$ cat src/rtl/uart_rx_defs.svh
/*
 * Offsets, field positions, reset values and timing counts of the
 * timestamping serial receiver. Assumes a 50 MHz system clock.
 */
`ifndef UART_RX_DEFS_SVH
`define UART_RX_DEFS_SVH

`define CLK_HZ        50000000
`define CLK_NS        20
`define SIL_UNIT_NS   10000
`define SIL_UNIT_CYC  (`SIL_UNIT_NS / `CLK_NS)
`define OVERSAMPLE    16

`define ADDR_CFG      8'h00
`define ADDR_STATUS   8'h04
`define ADDR_RXREC    8'h08
`define ADDR_SILENCE  8'h0c

`define CFG_BAUD      3:0
`define CFG_PAR       6:4
`define CFG_BITS      9:8
`define CFG_STOP      11:10
`define CFG_RS485     12
`define CFG_EXT       13
`define CFG_THR       15:14
`define CFG_RESET     16'h930b

`define PAR_NONE      3'h0
`define PAR_ODD       3'h1
`define PAR_EVEN      3'h2
`define PAR_MARK      3'h3
`define PAR_SPACE     3'h4

`define STOP_ONE      2'h0

`define ERR_INVALID   0
`define ERR_BREAK     3
`define ERR_FRAME     4
`define ERR_PARITY    5
`define ERR_FIFO_OVR  6
`define ERR_BUF_OVR   7

`define BUF_DEPTH     16
`define SIL_MAX       16'hffff

`endif

$ cat src/rtl/uart_rx_pkg.sv
/*
 * Types of the timestamping serial receiver: receive states and the
 * baud divisor lookup. Assumes uart_rx_defs.svh is on the include path.
 */
`include "uart_rx_defs.svh"

package uart_rx_pkg;
    typedef enum logic [2:0] {
        st_idle, st_start, st_data, st_par, st_stop, st_xstop, st_brk
    } rx_state_e;

    typedef logic [15:0] div_t;

    // clocks per oversample tick, truncated
    function automatic div_t baud_div(input logic [3:0] sel);
        int baud;
        case (sel)
            4'h0:    baud = 200;
            4'h1:    baud = 300;
            4'h2:    baud = 600;
            4'h3:    baud = 1200;
            4'h4:    baud = 1800;
            4'h5:    baud = 2400;
            4'h6:    baud = 4800;
            4'h7:    baud = 9600;
            4'h8:    baud = 19200;
            4'h9:    baud = 38400;
            4'ha:    baud = 57600;
            default: baud = 115200;
        endcase
        return div_t'(`CLK_HZ / (baud * `OVERSAMPLE));
    endfunction : baud_div
endpackage : uart_rx_pkg

$ cat src/rtl/uart_rx_ts.sv
/*
 * Serial receiver with per-character error byte and silence timestamp,
 * a 16-record receive buffer and a plain register port.
 * Assumes i_rxd already synchronous to i_clk, idle high.
 */
`timescale 1ns/1ps
`default_nettype none
`include "uart_rx_defs.svh"

// Behaviour
// - twelve baud rates, 115200 default
// - parity odd even mark space none
// - five to eight data bits, eight default
// - stop length limited by character length
// - line type selectable, rs485 default
// - extended mode record, normal data only
// - data byte holds received bits
// - error bit0 marks invalid character
// - error bit3 break over one character
// - error bit4 framing, low stop bit
// - error bit5 parity mismatch
// - error bit6 fifo overrun, first read
// - error bit7 written into full buffer
// - silence restarts at char, config, tx
// - current silence readable by software
// - interrupt at 1, 4, 8, 14 bytes
module uart_rx_ts (
    input  wire logic        i_clk,
    input  wire logic        i_rst_n,
    input  wire logic [7:0]  i_addr,
    input  wire logic [31:0] i_wdata,
    input  wire logic        i_wr,
    input  wire logic        i_rd,
    input  wire logic        i_rxd,
    input  wire logic        i_tx_done,
    output logic      [31:0] o_rdata,
    output logic             o_irq,
    output logic             o_rs485
);
    import uart_rx_pkg::*;

    logic [15:0]        cfg_q;
    rx_state_e          state_q;
    logic [15:0]        div_q;
    logic [3:0]         cnt_q;
    logic [2:0]         bitn_q;
    logic [7:0]         sh_q;
    logic               rxd_q;
    logic               zero_q;
    logic               perr_q;
    logic [15:0]        ts_q;
    logic [15:0]        sil_q;
    logic [8:0]         unit_q;
    logic [31:0]        mem [`BUF_DEPTH];
    logic [3:0]         wp_q;
    logic [3:0]         rp_q;
    logic [4:0]         fill_q;
    logic               ovr_q;

    logic        tick;
    logic        fall;
    logic        push;
    logic        pop;
    logic        full;
    logic        cfg_wr;
    logic [2:0]  nbits_m1;
    logic [7:0]  data_al;
    logic        exp_par;
    logic        ferr;
    logic        brk;
    logic [7:0]  err;
    logic [3:0]  xstop_end;
    logic [4:0]  thr;
    logic [31:0] rec;

    assign cfg_wr   = i_wr && (i_addr == `ADDR_CFG);
    assign fall     = rxd_q && !i_rxd;
    assign tick     = (div_q == baud_div(cfg_q[`CFG_BAUD]) - 16'h1);
    assign nbits_m1 = {1'b1, cfg_q[`CFG_BITS]};
    // lsb-first shift lands short characters high; realign
    assign data_al  = sh_q >> (3'h7 - nbits_m1);

    always_comb begin
        case (cfg_q[`CFG_PAR])
            `PAR_ODD:   exp_par = ~^data_al;
            `PAR_EVEN:  exp_par = ^data_al;
            `PAR_MARK:  exp_par = 1'b1;
            default:    exp_par = 1'b0;
        endcase
    end

    // 1.5 stop with five bits, 2 otherwise; illegal pairs map the same way
    assign xstop_end = (cfg_q[`CFG_BITS] == 2'h0) ? 4'h7 : 4'hf;

    always_comb begin
        case (cfg_q[`CFG_THR])
            2'h0:    thr = 5'd1;
            2'h1:    thr = 5'd4;
            2'h2:    thr = 5'd8;
            default: thr = 5'd14;
        endcase
    end

    assign ferr = !i_rxd;
    // line low through start, all data, parity and first stop
    assign brk  = !i_rxd && zero_q;
    assign push = (state_q == st_stop) && tick && (cnt_q == 4'hf);
    assign full = (fill_q == 5'(`BUF_DEPTH));
    assign pop  = i_rd && (i_addr == `ADDR_RXREC) && (fill_q != 5'h0);

    always_comb begin
        err                = 8'h00;
        err[`ERR_BREAK]    = brk;
        err[`ERR_FRAME]    = ferr;
        err[`ERR_PARITY]   = perr_q;
        err[`ERR_BUF_OVR]  = full && !pop;
        err[`ERR_INVALID]  = |err[7:3];
    end

    always_ff @(posedge i_clk) begin
        if (!i_rst_n) begin
            cfg_q <= `CFG_RESET;
        end else if (cfg_wr) begin
            cfg_q <= i_wdata[15:0];
        end
    end

    always_ff @(posedge i_clk) begin
        if (!i_rst_n) begin
            rxd_q <= 1'b1;
        end else begin
            rxd_q <= i_rxd;
        end
    end

    always_ff @(posedge i_clk) begin
        if (!i_rst_n || ((state_q == st_idle) && fall) || tick) begin
            div_q <= 16'h0;
        end else begin
            div_q <= div_q + 16'h1;
        end
    end

    always_ff @(posedge i_clk) begin
        if (!i_rst_n || cfg_wr) begin
            state_q <= st_idle;
            cnt_q   <= 4'h0;
            bitn_q  <= 3'h0;
            sh_q    <= 8'h00;
            zero_q  <= 1'b0;
            perr_q  <= 1'b0;
            ts_q    <= 16'h0;
        end else begin
            case (state_q)
                st_idle: begin
                    if (fall) begin
                        state_q <= st_start;
                        cnt_q   <= 4'h0;
                        ts_q    <= sil_q;
                    end
                end
                st_start: begin
                    if (tick) begin
                        cnt_q <= cnt_q + 4'h1;
                        if (cnt_q == 4'h7) begin
                            // a glitch shorter than half a bit is not a start
                            state_q <= i_rxd ? st_idle : st_data;
                            cnt_q   <= 4'h0;
                            bitn_q  <= 3'h0;
                            sh_q    <= 8'h00;
                            zero_q  <= 1'b1;
                            perr_q  <= 1'b0;
                        end
                    end
                end
                st_data: begin
                    if (tick) begin
                        cnt_q <= cnt_q + 4'h1;
                        if (cnt_q == 4'hf) begin
                            sh_q   <= {i_rxd, sh_q[7:1]};
                            zero_q <= zero_q && !i_rxd;
                            bitn_q <= bitn_q + 3'h1;
                            if (bitn_q == nbits_m1) begin
                                state_q <= (cfg_q[`CFG_PAR] == `PAR_NONE) ? st_stop : st_par;
                            end
                        end
                    end
                end
                st_par: begin
                    if (tick) begin
                        cnt_q <= cnt_q + 4'h1;
                        if (cnt_q == 4'hf) begin
                            perr_q  <= (i_rxd != exp_par);
                            zero_q  <= zero_q && !i_rxd;
                            state_q <= st_stop;
                        end
                    end
                end
                st_stop: begin
                    if (tick) begin
                        cnt_q <= cnt_q + 4'h1;
                        if (cnt_q == 4'hf) begin
                            cnt_q <= 4'h0;
                            if (!i_rxd) begin
                                state_q <= st_brk;
                            end else if (cfg_q[`CFG_STOP] != `STOP_ONE) begin
                                state_q <= st_xstop;
                            end else begin
                                state_q <= st_idle;
                            end
                        end
                    end
                end
                st_xstop: begin
                    if (tick) begin
                        cnt_q <= cnt_q + 4'h1;
                        if (cnt_q == xstop_end) begin
                            state_q <= st_idle;
                        end
                    end
                end
                st_brk: begin
                    // no new start until the line has returned to mark
                    if (i_rxd) begin
                        state_q <= st_idle;
                    end
                end
                default: state_q <= st_idle;
            endcase
        end
    end

    always_ff @(posedge i_clk) begin
        if (!i_rst_n || push || cfg_wr || i_tx_done) begin
            unit_q <= 9'h0;
        end else if (unit_q == 9'(`SIL_UNIT_CYC - 1)) begin
            unit_q <= 9'h0;
        end else begin
            unit_q <= unit_q + 9'h1;
        end
    end

    always_ff @(posedge i_clk) begin
        if (!i_rst_n || push || cfg_wr || i_tx_done) begin
            sil_q <= 16'h0;
        end else if ((unit_q == 9'(`SIL_UNIT_CYC - 1)) && (sil_q != `SIL_MAX)) begin
            sil_q <= sil_q + 16'h1;
        end
    end

    always_ff @(posedge i_clk) begin
        if (push) begin
            mem[wp_q] <= {ts_q, err, data_al};
        end
    end

    always_ff @(posedge i_clk) begin
        if (!i_rst_n || cfg_wr) begin
            wp_q   <= 4'h0;
            rp_q   <= 4'h0;
            fill_q <= 5'h0;
        end else begin
            if (push) begin
                wp_q <= wp_q + 4'h1;
            end
            // a push into a full buffer drops the oldest record
            if (pop || (push && full)) begin
                rp_q <= rp_q + 4'h1;
            end
            if (push && !pop && !full) begin
                fill_q <= fill_q + 5'h1;
            end else if (pop && !push) begin
                fill_q <= fill_q - 5'h1;
            end
        end
    end

    always_ff @(posedge i_clk) begin
        if (!i_rst_n || cfg_wr) begin
            ovr_q <= 1'b0;
        end else if (push && full && !pop) begin
            ovr_q <= 1'b1;
        end else if (pop) begin
            ovr_q <= 1'b0;
        end
    end

    always_comb begin
        rec = mem[rp_q];
        if (ovr_q) begin
            rec[8 + `ERR_FIFO_OVR] = 1'b1;
            rec[8 + `ERR_INVALID]  = 1'b1;
        end
        if (!cfg_q[`CFG_EXT]) begin
            rec[31:8] = 24'h0;
        end
    end

    always_ff @(posedge i_clk) begin
        if (!i_rst_n) begin
            o_rdata <= 32'h0;
        end else if (i_rd) begin
            case (i_addr)
                `ADDR_CFG:     o_rdata <= {16'h0, cfg_q};
                `ADDR_STATUS:  o_rdata <= {16'h0, 4'h0, state_q != st_idle, o_irq, ovr_q,
                                          fill_q};
                `ADDR_RXREC:   o_rdata <= (fill_q != 5'h0) ? rec : 32'h0;
                `ADDR_SILENCE: o_rdata <= {16'h0, sil_q};
                default:       o_rdata <= 32'h0;
            endcase
        end else begin
            o_rdata <= 32'h0;
        end
    end

    always_ff @(posedge i_clk) begin
        if (!i_rst_n) begin
            o_irq <= 1'b0;
        end else begin
            o_irq <= (fill_q >= thr);
        end
    end

    always_ff @(posedge i_clk) begin
        if (!i_rst_n) begin
            o_rs485 <= 1'b1;
        end else begin
            o_rs485 <= cfg_q[`CFG_RS485];
        end
    end
endmodule : uart_rx_ts
`default_nettype wire

$ cat config.mk
export PLATFORM = sky130hd
export DESIGN_NAME = uart_rx_ts
export DESIGN_NICKNAME = d
export VERILOG_FILES = /design/src/rtl/uart_rx_pkg.sv /design/src/rtl/uart_rx_ts.sv
export VERILOG_INCLUDE_DIRS = /design/src /design/src/rtl
export SDC_FILE = /design/constraint.sdc
export NUM_CORES = 1
export LEC_CHECK = 0
export BUFFER_PORTS_ARGS = -buffer_cell sky130_fd_sc_hd__buf_4
export CORE_MARGIN = 2
export CORE_UTILIZATION = 40
export DETAILED_ROUTE_END_ITERATION = 10
export PLACE_DENSITY = 0.53
export SYNTH_ARGS = -nofsm -noshare
export SYNTH_HDL_FRONTEND = slang
export SYNTH_SLANG_ARGS = --single-unit
$ cat constraint.sdc
create_clock -name i_clk -period 188.7 [get_ports i_clk]
set_input_delay 28.305 -clock i_clk [delete_from_list [all_inputs] [get_ports i_clk]]
set_output_delay 28.305 -clock i_clk [all_outputs]
set_load 0.1 [all_outputs]
==> impl_metrics.ini <==
[synthesis]
syn-num-nets = 4498
synth_top_family_by_area = compound AO/OA/AOI/OAI gates
synthArstFlopShare_pct = 0
yosysTopAreaCell = edfxtp_1
synth_fa_ha_area_share_pct = 8.49
syn_avg_cell_area_um2 = 10.2
synth_area_leaders = edfxtp_1, ha_1, dfxtp_1, mux4_2, a21oi_1
syn_area_mm2 = 0.0424
syn_inst = 4165
ys_ff_latch = 625
synth-simple-area-share_pct = 15.9
synth-main-ff-cell = edfxtp_1
ys_seq_area_share_pct = 40.5
synth-warning-count = 0
synth-edff-count = 464
ys_types = 114
synth-compound-area-share_pct = 16.9
synth_mux_area_share_pct = 10.8
synth_xor_area_share_pct = 4.57
yosysTopAreaCellShare_pct = 32.9

[floorplan]
io_pins = 80
fp.dieH_um = 330
initial_utilization_pct = 40.3
fp.coreArea_mm2 = 0.105
dieWidth_um = 330
die-area_mm2 = 0.109
row_count = 119

[placement]
hpwlAfterDp_um = 84400
portBuffers = 63
place_congestion = 0.878

[timing]
setup_viol = 0
worst_slew_pin_slew_ns = 1.10
slew_headroom_pct = 25.7
finalHoldViolations = 0
rsz0062_at_grt = no
fin_worst_skew_ns = 0.0175
finalCritPeriodShare_pct = 38.6
fmax_ghz = 0.0137
fin_crit_ns = 72.86
finalSetupTns_ns = 0
slew_viol_final = 0

[pwr]
seqPwrFrac_pct = 50.9
peakVddDrop_uv = 11.7
power.leakage_nw = 16.3
p_switching_w = 0.0000644
cellPowerDensity_mw_per_mm2 = 6.17
internal-power_w = 0.000223
p_sw_share_pct = 22.4
pwr-share-comb_pct = 5.8
clkPwrFrac_pct = 43.3

[global_routing]
grt_pass1_vias = 31200
track_usage_pct = 21.5
grt_pass1_wl_um = 183000
antenna_found_initial = 1
grt_overflow_total = 0
grt_max_degree = 64

[cells_and_area]
nets = 4540
post-route-util_pct = 44.3
syn2layout_area_growth_pct = 10.0
drive_gt1_share_pct = 12.7
fill_cells = 10000
antenna_cells = 0

[drt]
ant_nets = 0
viasPerCell = 5.80
drtIter0Drc = 2283
firstDrtPassIters = 6
drc = 0
dr_total_vias = 32700
postRouteWirelength_um = 119000
routedWlPerCell_um = 21.0

[clock_network]
htree_levels = 2
clk_pin_slew_ns = 0.07
holdBufCountCts = 0
clock_sinks = 625
worst_skew_pair.late_latency_ns = 0.63
clockBufferDepth = 3
numCtsBuffers = 57
root_buffer = clkbuf_16
post_cts_resized = 0
cts_tree = done
post_cts_buffers = 0

[worst_setup_path]
crit_slowest_cell = o41ai_1
crit_fanout = 34
worst_setup_path_end_kind = flip-flop
cpMostUsedCell = a21oi_1
cpPeakStageDelay_ns = 1.01
cp_data_arrival_time_ns = 73.14
start_kind = flip-flop
criticalPathCategory = reg -> reg
required_ns = 188.97

[job]
maxCapViolCount = 0

[run_status]
status = completed

[hold_path]
min_path_type = reg -> reg
layout by cell type (no fill, tap or decap), drive strengths merged, types with 26 or more instances in the layout:
master / n
edfxtp: 464
nor2: 381
nand2: 357
a21oi: 306
ha: 286
o21ai: 189
inv: 163
dfxtp: 161
buf: 138
mux4: 137
xnor2: 133
nand3: 110
nor3: 110
xor2: 85
a21o: 80
nand2b: 78
mux2: 77
o21a: 71
clkbuf: 66
mux2i: 61
a211oi: 60
nor2b: 57
o211ai: 47
and3: 45
nand4: 44
o31ai: 42
and2: 36
a31oi: 34
or3: 34
nor4: 32
a21boi: 26
Yosys cell counts, types with 15 or more instances:
library cell	n
or2_2	16
a31oi_1	34
and2_1	33
mux2i_1	59
mux2_2	75
a21boi_0	24
or4_1	16
nor4_1	29
a21oi_1	301
nand3_1	110
clkbuf_1	97
mux4_2	137
nor3_1	108
xnor2_1	132
nor2b_1	57
buf_1	29
inv_1	154
o31a_1	15
ha_1	286
nor2_1	379
a211oi_1	57
nand4_1	44
a21o_1	80
and3_1	45
nand2b_1	78
o31ai_1	39
edfxtp_1	464
xor2_1	85
dfxtp_1	161
o211ai_1	43
o21a_1	71
o21ai_0	177
nand2_1	356
or3_1	33
sequential cells by signal, indices dropped and copies added (netlist names), 4 cells and up, named ones only:
name / count
mem: 464
sil_q: 16
div_q: 16
unit_q: 9
sh_q: 8
cfg_q: 16
o_rdata: 32
fill_q: 5
wp_q: 4
cnt_q: 4
ts_q: 16
rp_q: 4
stage by stage:
stage / hold WS, ns / instances / setup WS [ns] / instance area, um^2 / total power (W)
finish: 0.460 / 5644 / 115.84 / 46700 / 0.000288
global route: 0.486 / 5644 / 109.71 / 46700 / 0.000297
CTS: 0.460 / 5644 / 116.45 / 46700 / 0.000291
detailed placement: 0.449 / 5539 / 116.81 / 44700 / 0.000166
global placement: 0.444 / 5539 / 116.93 / 44700 / 0.000166
floorplan: 0.430 / 4165 / 126.32 / 42400 / 0.000162
routing by layer:
| layer | track usage (%) | routed length (um) |
|---|---|---|
| met1 | 29.6 | 54700 |
| met2 | 36.6 | 56800 |
| met3 | 1.73 | 4040 |
| met4 | 5.43 | 2980 |
| met5 | 0 | 0 |
power by group through the flow:
stage	Sequential [W]	Clock, W	Combinational (W)
2_1_floorplan	0.000149	0	0.0000125
3_3_place_gp	0.000149	0	0.0000166
3_5_place_dp	0.000149	0	0.0000167
4_1_cts	0.000146	0.000128	0.0000168
5_1_grt	0.000146	0.000132	0.0000188
6_report	0.000146	0.000125	0.0000168
area by class of cell:
type	count	area, um^2	area share [%]
multi-input combinational	3229	24100	51.7
timing repair buffer	138	1040	2.22
clock inverter	39	500	1.07
sequential	625	17200	36.8
inverter	156	586	1.26
clock buffer	66	1500	3.22
tap	1391	1740	3.73
worst max-delay path: cells and delay by family, from the launching register on:
kind	cells	cell delay (ns)
xor gates and xnor gates	2	0.29
DFF	1	0.37
and+or+nand+nor	84	21.87
muxes	8	2.78
adders and majority gates	25	7.74
AOI/OAI and AO/OA	145	35.39
buffers and inverters	15	3.84
kinds of logic (layout without fill, tap and decap cells):
family	count (synthesis)	after routing
AND/OR/NAND/NOR	1376	1376
AO/OA/AOI/OAI	1072	1072
flip-flops	625	625
buffers and inverters	311	399
adder cells (fa/ha/maj)	287	287
multiplexers	275	275
XOR/XNOR	219	219
path summary, 6_finish.rpt:
check | cells past startpoint | slack [ns] | endpoint | start
worst min-delay path | 2 | 0.46 | zero_q$_SDFFE_PP0P_ | zero_q$_SDFFE_PP0P_
worst max-delay path | 279 | 115.84 | mem[0][24]$_DFFE_PP_ | flip-flop
worst max register to register | 279 | 115.84 | mem[0][24]$_DFFE_PP_ | flip-flop
worst min register to register | 2 | 0.46 | zero_q$_SDFFE_PP0P_ | zero_q$_SDFFE_PP0P_
Power figures use the tool's default switching activity.
